## config.mk

```make
export PLATFORM = sky130hd
export DESIGN_NAME = adc10_channel_trigger_ctrl
export DESIGN_NICKNAME = d
export VERILOG_FILES = /design/src/rtl/adc10_pkg.sv /design/src/rtl/adc10_channel_trigger_ctrl.sv /design/src/rtl/adc10_result_bank.sv /design/src/rtl/adc10_trigger_select.sv
export SDC_FILE = /design/constraint.sdc
export NUM_CORES = 1
export LEC_CHECK = 0
export BUFFER_PORTS_ARGS = -buffer_cell sky130_fd_sc_hd__buf_2
export CAP_MARGIN = 5
export CORE_ASPECT_RATIO = 0.8
export CORE_UTILIZATION = 50
export DETAILED_ROUTE_END_ITERATION = 16
export PLACE_DENSITY = 0.7
export SLEW_MARGIN = 20
export SYNTH_ARGS = -nofsm -noshare
export SYNTH_HDL_FRONTEND = slang
export SYNTH_SLANG_ARGS = --single-unit
```

## constraint.sdc

```tcl
create_clock -name sys_clk -period 3.37 [get_ports sys_clk]
set_clock_uncertainty 0.2 [all_clocks]
set_input_delay 0.1685 -clock sys_clk [delete_from_list [all_inputs] [get_ports sys_clk]]
set_output_delay 0.1685 -clock sys_clk [all_outputs]
set_load 0.005 [all_outputs]
```

## src/rtl/adc10_pkg.sv

```systemverilog
// shared constants, types and register map of the 10-bit converter control
// assumes one clock domain; register port offsets are word indices
package adc10_pkg;

    localparam int unsigned DATA_W = 16;
    localparam int unsigned RES_W = 10;
    localparam int unsigned NUM_CHAN = 8;
    localparam int unsigned NUM_SLOT = 9;

    // register offsets on the plain register port
    localparam logic [3:0] OFF_CSR = 4'h0;
    localparam logic [3:0] OFF_CR = 4'h1;
    localparam logic [3:0] OFF_RES_A = 4'h2;
    localparam logic [3:0] OFF_RES_H = 4'h9;
    localparam logic [3:0] OFF_IRQ_STAT = 4'ha;
    localparam logic [3:0] OFF_IRQ_MASK = 4'hb;
    localparam logic [3:0] OFF_EXT_CTRL = 4'hc;
    localparam logic [3:0] OFF_RES_EXT = 4'hd;

    // field positions
    localparam int unsigned CSR_CHAN_LSB = 0;
    localparam int unsigned CSR_START_BIT = 5;
    localparam int unsigned CSR_IE_BIT = 6;
    localparam int unsigned CR_MODE_LSB = 0;
    localparam int unsigned CR_CLK_LSB = 2;
    localparam int unsigned CR_TRIG_LSB = 5;
    localparam int unsigned EXT_EN_BIT = 0;
    localparam int unsigned IRQ_END_BIT = 0;
    localparam int unsigned IRQ_LOST_BIT = 1;

    // reset values
    localparam logic [7:0] CSR_RST = 8'h00;
    localparam logic [7:0] CR_RST = 8'h00;
    localparam logic [1:0] IRQ_MASK_RST = 2'h0;
    localparam logic EXT_EN_RST = 1'b0;

    localparam logic [1:0] MODE_SINGLE = 2'h0;
    localparam logic [3:0] EXT_CHAN = 4'h8;

    typedef enum logic [2:0] {
        TRG_SOFT = 3'b000,
        TRG_MF_ANY_A = 3'b001,
        TRG_EIGHT0_CM = 3'b010,
        TRG_PIN = 3'b011,
        TRG_MF0_A = 3'b100,
        TRG_PU_ANY_A = 3'b101,
        TRG_MF4_CM = 3'b110,
        TRG_PU0_A = 3'b111
    } trig_sel_t;

    typedef enum logic [1:0] {
        ST_IDLE = 2'b00,
        ST_ISSUE = 2'b01,
        ST_WAIT = 2'b10
    } seq_state_t;

    typedef struct packed {
        logic [3:0] addr;
        logic [DATA_W-1:0] wdata;
        logic wr;
        logic rd;
    } bus_req_t;

    typedef struct packed {
        logic [4:0] mfTimerCmpA;
        logic mfTimer4Cmp;
        logic eightTimer0Cmp;
        logic [4:0] puTimerCmpA;
        logic extTrigPinN;
    } trig_events_t;

    typedef struct packed {
        logic valid;
        logic [3:0] chan;
    } conv_req_t;

    typedef struct packed {
        logic done;
        logic [RES_W-1:0] data;
    } conv_rsp_t;

endpackage

```

## src/rtl/adc10_channel_trigger_ctrl.sv

```systemverilog
// control of a single 10-bit converter unit: channel, mode, trigger, results
// assumes a converter core that takes a one-cycle request and answers done
//
// Contract
// - single mode converts the input numbered by the channel field, then the extended input when enabled.
// - scan mode converts inputs zero up to the channel field in order.
// - trigger codes 0-3 pick software, timer 0-4 A, 8-bit timer 0, pin.
// - codes 4-7 pick timer0 A, pulse timers 0-4 A, timer4 match, pulse0 A.
// - one unit serves eight analog inputs plus one extended input.
// - each input's result lands in its own result register, A to H, or the extended result register.
//
// Implementation choices: the address-and-strobe port and the register addresses.
module adc10_channel_trigger_ctrl (
    // clock, reset, enable
    input wire logic sys_clk,
    input wire logic srst,
    input wire logic ce,
    // register port
    input wire adc10_pkg::bus_req_t busReq,
    output logic [adc10_pkg::DATA_W-1:0] rdData,
    // trigger sources
    input wire adc10_pkg::trig_events_t trigEv,
    // converter core
    output adc10_pkg::conv_req_t convReq,
    input wire adc10_pkg::conv_rsp_t convRsp,
    output logic [1:0] convClkSel,
    // interrupt
    output logic irq
);

    // control registers and sequencer
    logic [2:0] chanSel_q, chanSel_d;
    logic startBit_q, startBit_d;
    logic irqEn_q, irqEn_d;
    logic [1:0] mode_q, mode_d;
    logic [1:0] clkSel_q, clkSel_d;
    adc10_pkg::trig_sel_t trigSel_q, trigSel_d;
    logic extEn_q, extEn_d;
    adc10_pkg::seq_state_t state_q, state_d;
    logic [3:0] curChan_q, curChan_d;
    adc10_pkg::conv_req_t convReq_q, convReq_d;

    // status, mask, read port
    logic [1:0] irqStat_q, irqStat_d;
    logic [1:0] irqMask_q, irqMask_d;
    logic irq_q, irq_d;
    logic [adc10_pkg::DATA_W-1:0] rdData_q, rdData_d;

    logic hwTrig, swStart, abortWr, endEvt, lostEvt, resWr;
    logic moreScan, needExt, rdStat;
    logic [1:0] irqSet;
    logic [3:0] rdSlot;
    logic [adc10_pkg::RES_W-1:0] bankData;
    logic [adc10_pkg::DATA_W-1:0] wd;

    adc10_trigger_select u_trig (
        .sys_clk(sys_clk),
        .srst(srst),
        .ce(ce),
        .trigSel(trigSel_q),
        .trigEv(trigEv),
        .hwTrig(hwTrig)
    );

    adc10_result_bank u_bank (
        .sys_clk(sys_clk),
        .srst(srst),
        .ce(ce),
        .wrEn(resWr),
        .wrSlot(curChan_q),
        .wrData(convRsp.data),
        .rdSlot(rdSlot),
        .rdData(bankData)
    );

    always_comb begin
        chanSel_d = chanSel_q;
        startBit_d = startBit_q;
        irqEn_d = irqEn_q;
        mode_d = mode_q;
        clkSel_d = clkSel_q;
        trigSel_d = trigSel_q;
        extEn_d = extEn_q;
        state_d = state_q;
        curChan_d = curChan_q;
        convReq_d = '0;
        swStart = 1'b0;
        abortWr = 1'b0;
        endEvt = 1'b0;
        resWr = 1'b0;
        wd = busReq.wdata;
        if (busReq.wr) begin
            if (busReq.addr == adc10_pkg::OFF_CSR) begin
                irqEn_d = wd[adc10_pkg::CSR_IE_BIT];
                // channel field frozen while a conversion runs
                if (!startBit_q) begin
                    chanSel_d = wd[adc10_pkg::CSR_CHAN_LSB +: 3];
                end
                if (wd[adc10_pkg::CSR_START_BIT]) begin
                    swStart = !startBit_q;
                end else begin
                    abortWr = startBit_q;
                end
            end else if (busReq.addr == adc10_pkg::OFF_CR) begin
                mode_d = wd[adc10_pkg::CR_MODE_LSB +: 2];
                clkSel_d = wd[adc10_pkg::CR_CLK_LSB +: 2];
                trigSel_d = adc10_pkg::trig_sel_t'(
                    wd[adc10_pkg::CR_TRIG_LSB +: 3]);
            end else if (busReq.addr == adc10_pkg::OFF_EXT_CTRL) begin
                extEn_d = wd[adc10_pkg::EXT_EN_BIT];
            end
        end
        lostEvt = hwTrig && startBit_q;
        moreScan = mode_q != adc10_pkg::MODE_SINGLE && !curChan_q[3]
            && curChan_q[2:0] < chanSel_q;
        needExt = extEn_q && !curChan_q[3];
        case (state_q)
            adc10_pkg::ST_IDLE: begin
                if (swStart || (hwTrig && !startBit_q)) begin
                    startBit_d = 1'b1;
                    state_d = adc10_pkg::ST_ISSUE;
                    if (mode_q == adc10_pkg::MODE_SINGLE) begin
                        curChan_d = {1'b0, chanSel_d};
                    end else begin
                        curChan_d = 4'h0;
                    end
                end
            end
            adc10_pkg::ST_ISSUE: begin
                convReq_d.valid = 1'b1;
                convReq_d.chan = curChan_q;
                state_d = adc10_pkg::ST_WAIT;
            end
            adc10_pkg::ST_WAIT: begin
                if (convRsp.done) begin
                    resWr = 1'b1;
                    if (moreScan) begin
                        curChan_d = curChan_q + 4'h1;
                        state_d = adc10_pkg::ST_ISSUE;
                    end else if (needExt) begin
                        curChan_d = adc10_pkg::EXT_CHAN;
                        state_d = adc10_pkg::ST_ISSUE;
                    end else begin
                        startBit_d = 1'b0;
                        state_d = adc10_pkg::ST_IDLE;
                        endEvt = 1'b1;
                    end
                end
            end
            default: begin
                state_d = adc10_pkg::ST_IDLE;
            end
        endcase
        // writing zero to the start bit stops the sequence at once
        if (abortWr) begin
            startBit_d = 1'b0;
            state_d = adc10_pkg::ST_IDLE;
            endEvt = 1'b0;
        end
    end

    always_ff @(posedge sys_clk) begin
        if (srst) begin
            chanSel_q <= adc10_pkg::CSR_RST[2:0];
            startBit_q <= adc10_pkg::CSR_RST[5];
            irqEn_q <= adc10_pkg::CSR_RST[6];
            mode_q <= adc10_pkg::CR_RST[1:0];
            clkSel_q <= adc10_pkg::CR_RST[3:2];
            trigSel_q <= adc10_pkg::TRG_SOFT;
            extEn_q <= adc10_pkg::EXT_EN_RST;
            state_q <= adc10_pkg::ST_IDLE;
            curChan_q <= 4'h0;
            convReq_q <= '0;
        end else if (ce) begin
            chanSel_q <= chanSel_d;
            startBit_q <= startBit_d;
            irqEn_q <= irqEn_d;
            mode_q <= mode_d;
            clkSel_q <= clkSel_d;
            trigSel_q <= trigSel_d;
            extEn_q <= extEn_d;
            state_q <= state_d;
            curChan_q <= curChan_d;
            convReq_q <= convReq_d;
        end
    end

    always_comb begin
        rdStat = busReq.rd && busReq.addr == adc10_pkg::OFF_IRQ_STAT;
        irqSet = '0;
        irqSet[adc10_pkg::IRQ_END_BIT] = endEvt && irqEn_q;
        irqSet[adc10_pkg::IRQ_LOST_BIT] = lostEvt;
        // a new event in the clearing read survives
        irqStat_d = (irqStat_q & {2{!rdStat}}) | irqSet;
        irqMask_d = irqMask_q;
        if (busReq.wr && busReq.addr == adc10_pkg::OFF_IRQ_MASK) begin
            irqMask_d = busReq.wdata[1:0];
        end
        irq_d = |(irqStat_d & irqMask_d);
        if (busReq.addr == adc10_pkg::OFF_RES_EXT) begin
            rdSlot = adc10_pkg::EXT_CHAN;
        end else begin
            rdSlot = busReq.addr - adc10_pkg::OFF_RES_A;
        end
        rdData_d = '0;
        if (busReq.rd) begin
            if (busReq.addr == adc10_pkg::OFF_CSR) begin
                rdData_d = {9'h000, irqEn_q, startBit_q, 2'h0, chanSel_q};
            end else if (busReq.addr == adc10_pkg::OFF_CR) begin
                rdData_d = {8'h00, trigSel_q, 1'b0, clkSel_q, mode_q};
            end else if (busReq.addr >= adc10_pkg::OFF_RES_A
                    && busReq.addr <= adc10_pkg::OFF_RES_H) begin
                rdData_d = {6'h00, bankData};
            end else if (busReq.addr == adc10_pkg::OFF_RES_EXT) begin
                rdData_d = {6'h00, bankData};
            end else if (busReq.addr == adc10_pkg::OFF_IRQ_STAT) begin
                rdData_d = {14'h0000, irqStat_q};
            end else if (busReq.addr == adc10_pkg::OFF_IRQ_MASK) begin
                rdData_d = {14'h0000, irqMask_q};
            end else if (busReq.addr == adc10_pkg::OFF_EXT_CTRL) begin
                rdData_d = {15'h0000, extEn_q};
            end
        end
    end

    always_ff @(posedge sys_clk) begin
        if (srst) begin
            irqStat_q <= 2'h0;
            irqMask_q <= adc10_pkg::IRQ_MASK_RST;
            irq_q <= 1'b0;
            rdData_q <= '0;
        end else if (ce) begin
            irqStat_q <= irqStat_d;
            irqMask_q <= irqMask_d;
            irq_q <= irq_d;
            rdData_q <= rdData_d;
        end
    end

    assign rdData = rdData_q;
    assign convReq = convReq_q;
    assign convClkSel = clkSel_q;
    assign irq = irq_q;

    property p_single_chan;
        @(posedge sys_clk) disable iff (srst || !ce)
        convReq_q.valid && mode_q == adc10_pkg::MODE_SINGLE
            && convReq_q.chan != adc10_pkg::EXT_CHAN
            |-> convReq_q.chan == {1'b0, chanSel_q};
    endproperty
    a_single_chan: assert property (p_single_chan)
        else $error("single mode converted a wrong input");

    property p_scan_next;
        @(posedge sys_clk) disable iff (srst || !ce)
        state_q == adc10_pkg::ST_WAIT && convRsp.done && moreScan && !abortWr
            |-> ##2 convReq_q.valid
                && convReq_q.chan == $past(curChan_q, 2) + 4'h1;
    endproperty
    a_scan_next: assert property (p_scan_next)
        else $error("scan did not step to the next input");

    property p_ext_last;
        @(posedge sys_clk) disable iff (srst || !ce)
        $fell(startBit_q) && $past(extEn_q) && !$past(abortWr)
            |-> $past(curChan_q) == adc10_pkg::EXT_CHAN;
    endproperty
    a_ext_last: assert property (p_ext_last)
        else $error("extended input skipped");

    property p_end_irq;
        @(posedge sys_clk) disable iff (srst || !ce)
        state_q == adc10_pkg::ST_WAIT && convRsp.done && !moreScan
            && !needExt && !abortWr && irqEn_q
            |=> !startBit_q && irqStat_q[adc10_pkg::IRQ_END_BIT];
    endproperty
    a_end_irq: assert property (p_end_irq)
        else $error("end of conversion not flagged");

    property p_scan_first;
        @(posedge sys_clk) disable iff (srst || !ce)
        $rose(startBit_q) && mode_q != adc10_pkg::MODE_SINGLE
            |=> convReq_q.valid && convReq_q.chan == 4'h0;
    endproperty
    a_scan_first: assert property (p_scan_first)
        else $error("scan did not begin at input zero");

    // scan must stop on the input named by the channel field
    property p_scan_stop;
        @(posedge sys_clk) disable iff (srst || !ce)
        state_q == adc10_pkg::ST_WAIT && convRsp.done
            && mode_q != adc10_pkg::MODE_SINGLE && !extEn_q && !abortWr
            && curChan_q == {1'b0, chanSel_q}
            |=> !startBit_q && state_q == adc10_pkg::ST_IDLE;
    endproperty
    a_scan_stop: assert property (p_scan_stop)
        else $error("scan ran past the channel field");

    property p_hw_start;
        @(posedge sys_clk) disable iff (srst || !ce)
        state_q == adc10_pkg::ST_IDLE && hwTrig && !startBit_q
            |=> startBit_q;
    endproperty
    a_hw_start: assert property (p_hw_start)
        else $error("selected trigger did not start");

    // hwTrig lags the code by one cycle, hence the past term
    property p_soft_quiet;
        @(posedge sys_clk) disable iff (srst || !ce)
        trigSel_q == adc10_pkg::TRG_SOFT
            && $past(trigSel_q) == adc10_pkg::TRG_SOFT |-> !hwTrig;
    endproperty
    a_soft_quiet: assert property (p_soft_quiet)
        else $error("hardware start under software trigger");

endmodule

```

## src/rtl/adc10_result_bank.sv

```systemverilog
// per-channel result registers: eight inputs plus the extended input
// assumes one write at most per cycle from the sequencer
module adc10_result_bank (
    // clock, reset, enable
    input wire logic sys_clk,
    input wire logic srst,
    input wire logic ce,
    // write side
    input wire logic wrEn,
    input wire logic [3:0] wrSlot,
    input wire logic [adc10_pkg::RES_W-1:0] wrData,
    // read side
    input wire logic [3:0] rdSlot,
    output logic [adc10_pkg::RES_W-1:0] rdData
);

    logic [adc10_pkg::RES_W-1:0] slotVal [adc10_pkg::NUM_SLOT];

    for (genvar i = 0; i < adc10_pkg::NUM_SLOT; i++) begin : g_slot
        logic [adc10_pkg::RES_W-1:0] slot_q, slot_d;

        always_comb begin
            slot_d = slot_q;
            if (wrEn && wrSlot == 4'(i)) begin
                slot_d = wrData;
            end
        end

        always_ff @(posedge sys_clk) begin
            if (srst) begin
                slot_q <= '0;
            end else if (ce) begin
                slot_q <= slot_d;
            end
        end

        assign slotVal[i] = slot_q;

        property p_store;
            @(posedge sys_clk) disable iff (srst || !ce)
            wrEn && wrSlot == 4'(i) |=> slot_q == $past(wrData);
        endproperty
        a_store: assert property (p_store)
            else $error("result not stored in its own slot");
    end

    always_comb begin
        if (rdSlot < 4'(adc10_pkg::NUM_SLOT)) begin
            rdData = slotVal[rdSlot];
        end else begin
            rdData = '0;
        end
    end

endmodule

```

## src/rtl/adc10_trigger_select.sv

```systemverilog
// start-trigger selector: picks one hardware source and emits a start pulse
// assumes timer events are one-cycle pulses, pin synchronous and active low
module adc10_trigger_select (
    // clock, reset, enable
    input wire logic sys_clk,
    input wire logic srst,
    input wire logic ce,
    // selection and sources
    input wire adc10_pkg::trig_sel_t trigSel,
    input wire adc10_pkg::trig_events_t trigEv,
    // start pulse
    output logic hwTrig
);

    logic pinPrev_q, pinPrev_d;
    logic hwTrig_q, hwTrig_d;
    logic pinFall;

    always_comb begin
        pinPrev_d = trigEv.extTrigPinN;
        pinFall = pinPrev_q && !trigEv.extTrigPinN;
        case (trigSel)
            adc10_pkg::TRG_SOFT: hwTrig_d = 1'b0;
            adc10_pkg::TRG_MF_ANY_A: hwTrig_d = |trigEv.mfTimerCmpA;
            adc10_pkg::TRG_EIGHT0_CM: hwTrig_d = trigEv.eightTimer0Cmp;
            adc10_pkg::TRG_PIN: hwTrig_d = pinFall;
            adc10_pkg::TRG_MF0_A: hwTrig_d = trigEv.mfTimerCmpA[0];
            adc10_pkg::TRG_PU_ANY_A: hwTrig_d = |trigEv.puTimerCmpA;
            adc10_pkg::TRG_MF4_CM: hwTrig_d = trigEv.mfTimer4Cmp;
            adc10_pkg::TRG_PU0_A: hwTrig_d = trigEv.puTimerCmpA[0];
            default: hwTrig_d = 1'b0;
        endcase
    end

    // pin idles high, so reset prev high to avoid a false edge
    always_ff @(posedge sys_clk) begin
        if (srst) begin
            pinPrev_q <= 1'b1;
            hwTrig_q <= 1'b0;
        end else if (ce) begin
            pinPrev_q <= pinPrev_d;
            hwTrig_q <= hwTrig_d;
        end
    end

    assign hwTrig = hwTrig_q;

    property p_pin_start;
        @(posedge sys_clk) disable iff (srst || !ce)
        trigSel == adc10_pkg::TRG_PIN && pinPrev_q && !trigEv.extTrigPinN
            |=> hwTrig_q;
    endproperty
    a_pin_start: assert property (p_pin_start)
        else $error("pin falling edge gave no start");

    property p_pu_any;
        @(posedge sys_clk) disable iff (srst || !ce)
        trigSel == adc10_pkg::TRG_PU_ANY_A && (|trigEv.puTimerCmpA)
            |=> hwTrig_q;
    endproperty
    a_pu_any: assert property (p_pu_any)
        else $error("pulse unit event gave no start");

endmodule

```

# == After elaboration in Yosys (flattened, before gate mapping) ==
# Cells that the tools add are included.
# totals
ff_bits,137
inputBits,49
output_inout_bits,24
elab_cells,168
# op_classes
n_addsub,2
order_cmp,5
eq_ne,29
mux,50
bitwise_logic,6
reduce_logical,50
# op_table
op,n
$mux 10,8
$bmux 10 s4,1
$mux 1,21
$eq 4x4->1 const B,5
$mux 4,5
$logic_and 1x1->1,19
$reduce_and 2->1,9
$eq 4x3->1 const B,4
$ne 3x3->1 const B,5
$eq 3x3->1 const B,4
$mux 2,6
$mux 3,4
$reduce_and 5->1,2
$reduce_or 5->1,2
$eq 4x1->1 const B,2
$eq 4x2->1 const B,2
$logic_not 4->1,2
$pmux 1 s8,1
$pmux 4 s2,1
$eq 3x2->1 const B,2
$pmux 2 s3,1
$reduce_and 3->1,2
$reduce_and 6->1,1
$ge 5x5->1 const B,1
24 further kinds,32

# == Depth between registers and ports, before layout ==
# depth
depth_word,12
depth_mapped,10
depth_no_buf,7

# == Hierarchy ==
# From an unflattened synthesis, not the netlist that was laid out.
# hier_totals
hier_cells,808
area_unflattened_um2,6688.9
# by_module_without_submodules
mod,instances,cells_each,area_per_inst_um2,seq_area_each_um2
adc10_result_bank,1,531,4310.4,1801.7
adc10_channel_trigger_ctrl,1,256,2210.9,780.7
adc10_trigger_select,1,21,167.7,40.0

# == Least setup slack after synthesis ==
# Ideal clock, no wire load.
# synth_path
path_type,input-to-reg
startpoint,in busReq[19] (netlist bit)
endpoint,reg rdData_q (netlist bit rdData[3])
setup_time_ns,0.103
t_arrival_ns,1.978
t_required_ns,3.067
setup_slack_ns,1.088
cell_stages,9
n_path_buf,2
cell_sequence,buf_2 > inv_1 > ha_1 > and3b_4 > or2_1 > buf_6 > a222oi_1 > a31oi_1 > a2111oi_2
# synth_between
elab_chain_cells,12
elab_cells_between_ends,19
cone_classes,add/sub: 1; order compare: 3; eq/ne: 2; mux: 10; bitwise: 1; reduce/logical: 2
# synth_lines
item,line_no,source
from (decl),adc10_channel_trigger_ctrl.sv:19,"input wire adc10_pkg::bus_req_t busReq,"
$sub 4x2->4 or $eq 4x4->1 (tied branches),"adc10_channel_trigger_ctrl.sv:203, adc10_channel_trigger_ctrl.sv:200, adc10_channel_trigger_ctrl.sv:214",
$mux 4,adc10_channel_trigger_ctrl.sv:200,if (busReq.addr == adc10_pkg::OFF_RES_EXT) begin
$not 4->5 (not written as such),adc10_result_bank.sv:49,rdData = slotVal[rdSlot];
$bmux 10 s4,adc10_result_bank.sv:49,
$mux 10 (not written as such) (2 in series),adc10_result_bank.sv:49,
$mux 10,adc10_result_bank.sv:48,if (rdSlot < 4'(adc10_pkg::NUM_SLOT)) begin
$mux 10,adc10_channel_trigger_ctrl.sv:214,end else if (busReq.addr == adc10_pkg::OFF_RES_EXT) begin
$mux 10,adc10_channel_trigger_ctrl.sv:211,end else if (busReq.addr >= adc10_pkg::OFF_RES_A
$mux 10,adc10_channel_trigger_ctrl.sv:209,end else if (busReq.addr == adc10_pkg::OFF_CR) begin
$mux 10 *,adc10_channel_trigger_ctrl.sv:207,if (busReq.addr == adc10_pkg::OFF_CSR) begin
$mux 10 *,adc10_channel_trigger_ctrl.sv:206,if (busReq.rd) begin
to (signal assigned),adc10_channel_trigger_ctrl.sv:236,rdData_q <= rdData_d;
to (decl),adc10_channel_trigger_ctrl.sv:47,"logic [adc10_pkg::DATA_W-1:0] rdData_q, rdData_d;"
# Every way passes the cells marked *; elsewhere a longest branch is shown, timed or not. The select of a mux whose other input is x is not followed.
# A chain may end at the register's enable or synchronous reset.

# == Worst setup path after layout ==
# layout_path
startpoint,reg state_q[1]
endpoint,reg u_bank.g_slot[6].slot_q[7] (netlist bit)
# layout_between
elab_chain_cells,4
# layout_lines
item,line_no,source
from (decl),adc10_channel_trigger_ctrl.sv:39,"adc10_pkg::seq_state_t state_q, state_d;"
from (signal assigned),adc10_channel_trigger_ctrl.sv:171,state_q <= adc10_pkg::ST_IDLE;
from (signal assigned),adc10_channel_trigger_ctrl.sv:182,state_q <= state_d;
$eq 2x2->1,adc10_channel_trigger_ctrl.sv:117,case (state_q)
$mux 1,adc10_channel_trigger_ctrl.sv:117,
$logic_and 1x1->1,adc10_result_bank.sv:24,if (wrEn && wrSlot == 4'(i)) begin
$reduce_and 2->1 (no line),-,
to (signal assigned),adc10_result_bank.sv:33,slot_q <= slot_d;
to (decl),adc10_result_bank.sv:20,"logic [adc10_pkg::RES_W-1:0] slot_q, slot_d;"
# No other way between the ends.

==> metrics.txt <==
cell repeated most along the worst path=sky130_fd_sc_hd__nand2_1; largest net degree at the start of global routing=66; peak ir drop on the vdd network=0.0003825 V; hold-fix buffer count after cts=19; global-route layer with the greatest usage=met2; Wirelength per Cell=18.84 microns; setup tns final=0 ps; terminus of the critical flop-to-flop path=u_bank.g_slot[6].slot_q[7]; fraction of layout instances using a drive strength above 1=15.18%; PwrDens=484.1 nW/um^2; final standard cell count with taps included and fillers excluded=1034; total power of the final layout=3.689 mW; Die Height=104.2 microns; remaining antenna violation count=0; cell at the slowest stage of the critical path=sky130_fd_sc_hd__dfxtp_1; logic depth of the worst register-to-register path=6; antenna cell count=0; cell leakage power=2.777 nW; total vias in the final route=6383; residual DRC count=0; Chip Width=129.8 microns; final cycle utilization of the critical path=77.33%; total wire length=19.48 mm; leading register cell type out of synthesis=sky130_fd_sc_hd__dfxtp_1; class of the tightest hold or removal check=input pin to flip-flop; depth of the worst hold-timing path=5; Placement Rows=36; register cell area after layout=2623 sq um; library cell used as clock root buffer=sky130_fd_sc_hd__clkbuf_16; r2r startpoint=state_q[1]; worst slew pin tran=850.3 ps; number of enable flip-flop cells after synthesis=0; Syn-to-layout area delta=16.64%; Mapped Cells=809; top-level port count=73; area inside the core boundary=12480 sq um; met2 usage in global routing=42.78%; delay of the slowest critical-path stage=510 ps; number of buffers inserted to repair setup after CTS=0; cts bufs inserted=17; fraction of synthesis flops using an asynchronous set or reset pin=0%; hpwl dp=13.13 mm; TritonCTS clock tree=built; internal reg-to-reg setup slack=760 ps; TritonRoute pass-1 iters=9; count of unique library cells instantiated by Yosys=72; clock latency on the worst-skew pair=420 ps; number of global-route vias before repair=5749; number of nets in the layout=906; Post-Syn Area per Cell=8.076 sq um; Crit. Startpoint=state_q[1]; Max Transition Viols Final=0; die area=13530 sq um; antenna violations before repair=0; I/O Buffers=57; post-synth design cell area=6534 sq um; launch instance of the worst min-delay path=trigEv[6]; number of synthesized register bits=131; initial detailed-routing violation count=848; M1 GR Usage=41.18%; min Tclk post-route=2606 ps; Max-Cap Viols=0; overflow left after global routing=0; timing endpoint of the critical path=u_bank.g_slot[6].slot_q[7]; unrepaired setup endpoints after global routing=no; top library cells by usage in the layout, fill and taps aside=131 x sky130_fd_sc_hd__dfxtp_1, 105 x sky130_fd_sc_hd__nand2_1, 93 x sky130_fd_sc_hd__a21oi_1, 86 x sky130_fd_sc_hd__nand3_1, 62 x sky130_fd_sc_hd__nor2_1; classification of the worst setup path=flip-flop to flip-flop; run status=completed; crit-path max FO=44; final count of hold timing violations=0; number of H-tree branching levels=4; Setup violations, final=0; Critical Path, Cell by Cell=nand4b_1 -> nor3b_2 -> buf_4 -> nand2_1 -> nand2_1 -> a21oi_1; Slew headroom=43.00%; number of vias per cell=6.173; met3 Track Usage GR=7.665%; GP Congestion=0.9215; most common library cell in the layout ignoring fill and taps=sky130_fd_sc_hd__dfxtp_1; Clock Sinks=131; Post-CTS Resized=0; max frequency=383.7 MHz; multi-input gate area in the final layout=3558 sq um; proportion of synthesized chip area in sequential cells=40.14%; Ys Warns=0; GRT Util Overall=29.09%; WP data required=3460 ps; final non-filler cell area=7621 sq um; Initial Utilization=52.37%; Worst-path clk slew=60 ps; Setup crit start kind=flip-flop; first-pass GRT wire length=30.38 mm; cell count after placement=983; Critical Path Sink Type=flip-flop; minimum hold slack=21.70 ps; number of buffers on the longest clock path=2; placed inst area=6860 sq um; FILL cells=1078; data arrival time of the worst path=2700 ps
flip-flops by register name, indices dropped and copies added (netlist names), 2 cells and up:
signal,cells
irqStat_q,2
chanSel_q,3
rdData,10
convClkSel,2
trigSel_q,3
mode_q,2
irqMask_q,2
curChan_q,4
u_bank.g_slot.slot_q,90
convReq,5
state_q,2
cells in the mapped netlist, types with 10 or more instances:
cell type	instances	area [sq um]
sky130_fd_sc_hd__a21oi_1	93	465.5
sky130_fd_sc_hd__mux2i_1	48	480.5
sky130_fd_sc_hd__a211oi_1	10	75.07
sky130_fd_sc_hd__buf_2	10	50.05
sky130_fd_sc_hd__nor3_1	13	65.06
sky130_fd_sc_hd__nand2_1	105	394.1
sky130_fd_sc_hd__nor2_1	62	232.7
sky130_fd_sc_hd__clkbuf_1	51	191.4
sky130_fd_sc_hd__nor2b_1	11	68.82
sky130_fd_sc_hd__o21ai_0	14	70.07
sky130_fd_sc_hd__dfxtp_1	131	2623
sky130_fd_sc_hd__nand3_1	86	430.4
sky130_fd_sc_hd__inv_1	12	45.04
worst min path at each step:
stage / to / slack, ps
after CTS: u_trig.hwTrig / 20
after floorplan: u_trig.pinPrev_q / 100
after detailed placement: convClkSel[1] / 210
final: u_trig.hwTrig / 20
after global routing: u_trig.hwTrig / 80
after global placement: convClkSel[1] / 200
worst max-delay path, delay by kind of cell (launching register included):
family          cells  cell delay (ps)
flops               1              510
buf+inv             1              430
simple gates        4             1220
compound gates      1               90
stage by stage:
| stage | util, % | worst slack (ps) |
|---|---|---|
| floorplan | - | 1088 |
| global placement | 54.98 | 686.9 |
| finish | 61.08 | 764.0 |
| detailed placement | 54.98 | 643.9 |
| global route | 61.08 | 647.1 |
| CTS | 61.08 | 830.3 |
report_power, final:
part,internal (mW),leakage [nW],total [mW],switching [mW]
registers,1.56,1.06,1.57,0.0141
logic,0.117,1.46,0.338,0.221
clock network,1.04,0.258,1.78,0.738
total,2.72,2.78,3.69,0.973
cell families (layout without fill, tap and decap cells):
kind of cell / after synthesis / in the layout / share of synthesized area [%]
other: 1 / 6 / 0.05739
flip-flops: 131 / 131 / 40.14
adder cells (fa/ha/maj): 7 / 7 / 1.340
AO/OA/AOI/OAI: 193 / 193 / 18.79
buffers and inverters: 88 / 137 / 5.936
AND/OR/NAND/NOR: 331 / 331 / 24.53
XOR/XNOR: 1 / 1 / 0.1341
multiplexers: 57 / 57 / 9.077
final cells by class:
type	count	share of cell area, %
Clock buffer	18	5.763
Multi-Input combinational cell	595	46.69
Tap cell	171	2.807
Timing Repair Buffer	91	7.913
Sequential cell	131	34.41
Inverter	14	0.6895
Clock inverter	14	1.724
per-layer routing:
layer	vias to the layer above	routed length [microns]
met5	-	0
met4	0	356
met3	39	2000
met2	336	8574
met1	3017	8550
li1	2991	-
Note: power is estimated with default switching activity, not from simulation.
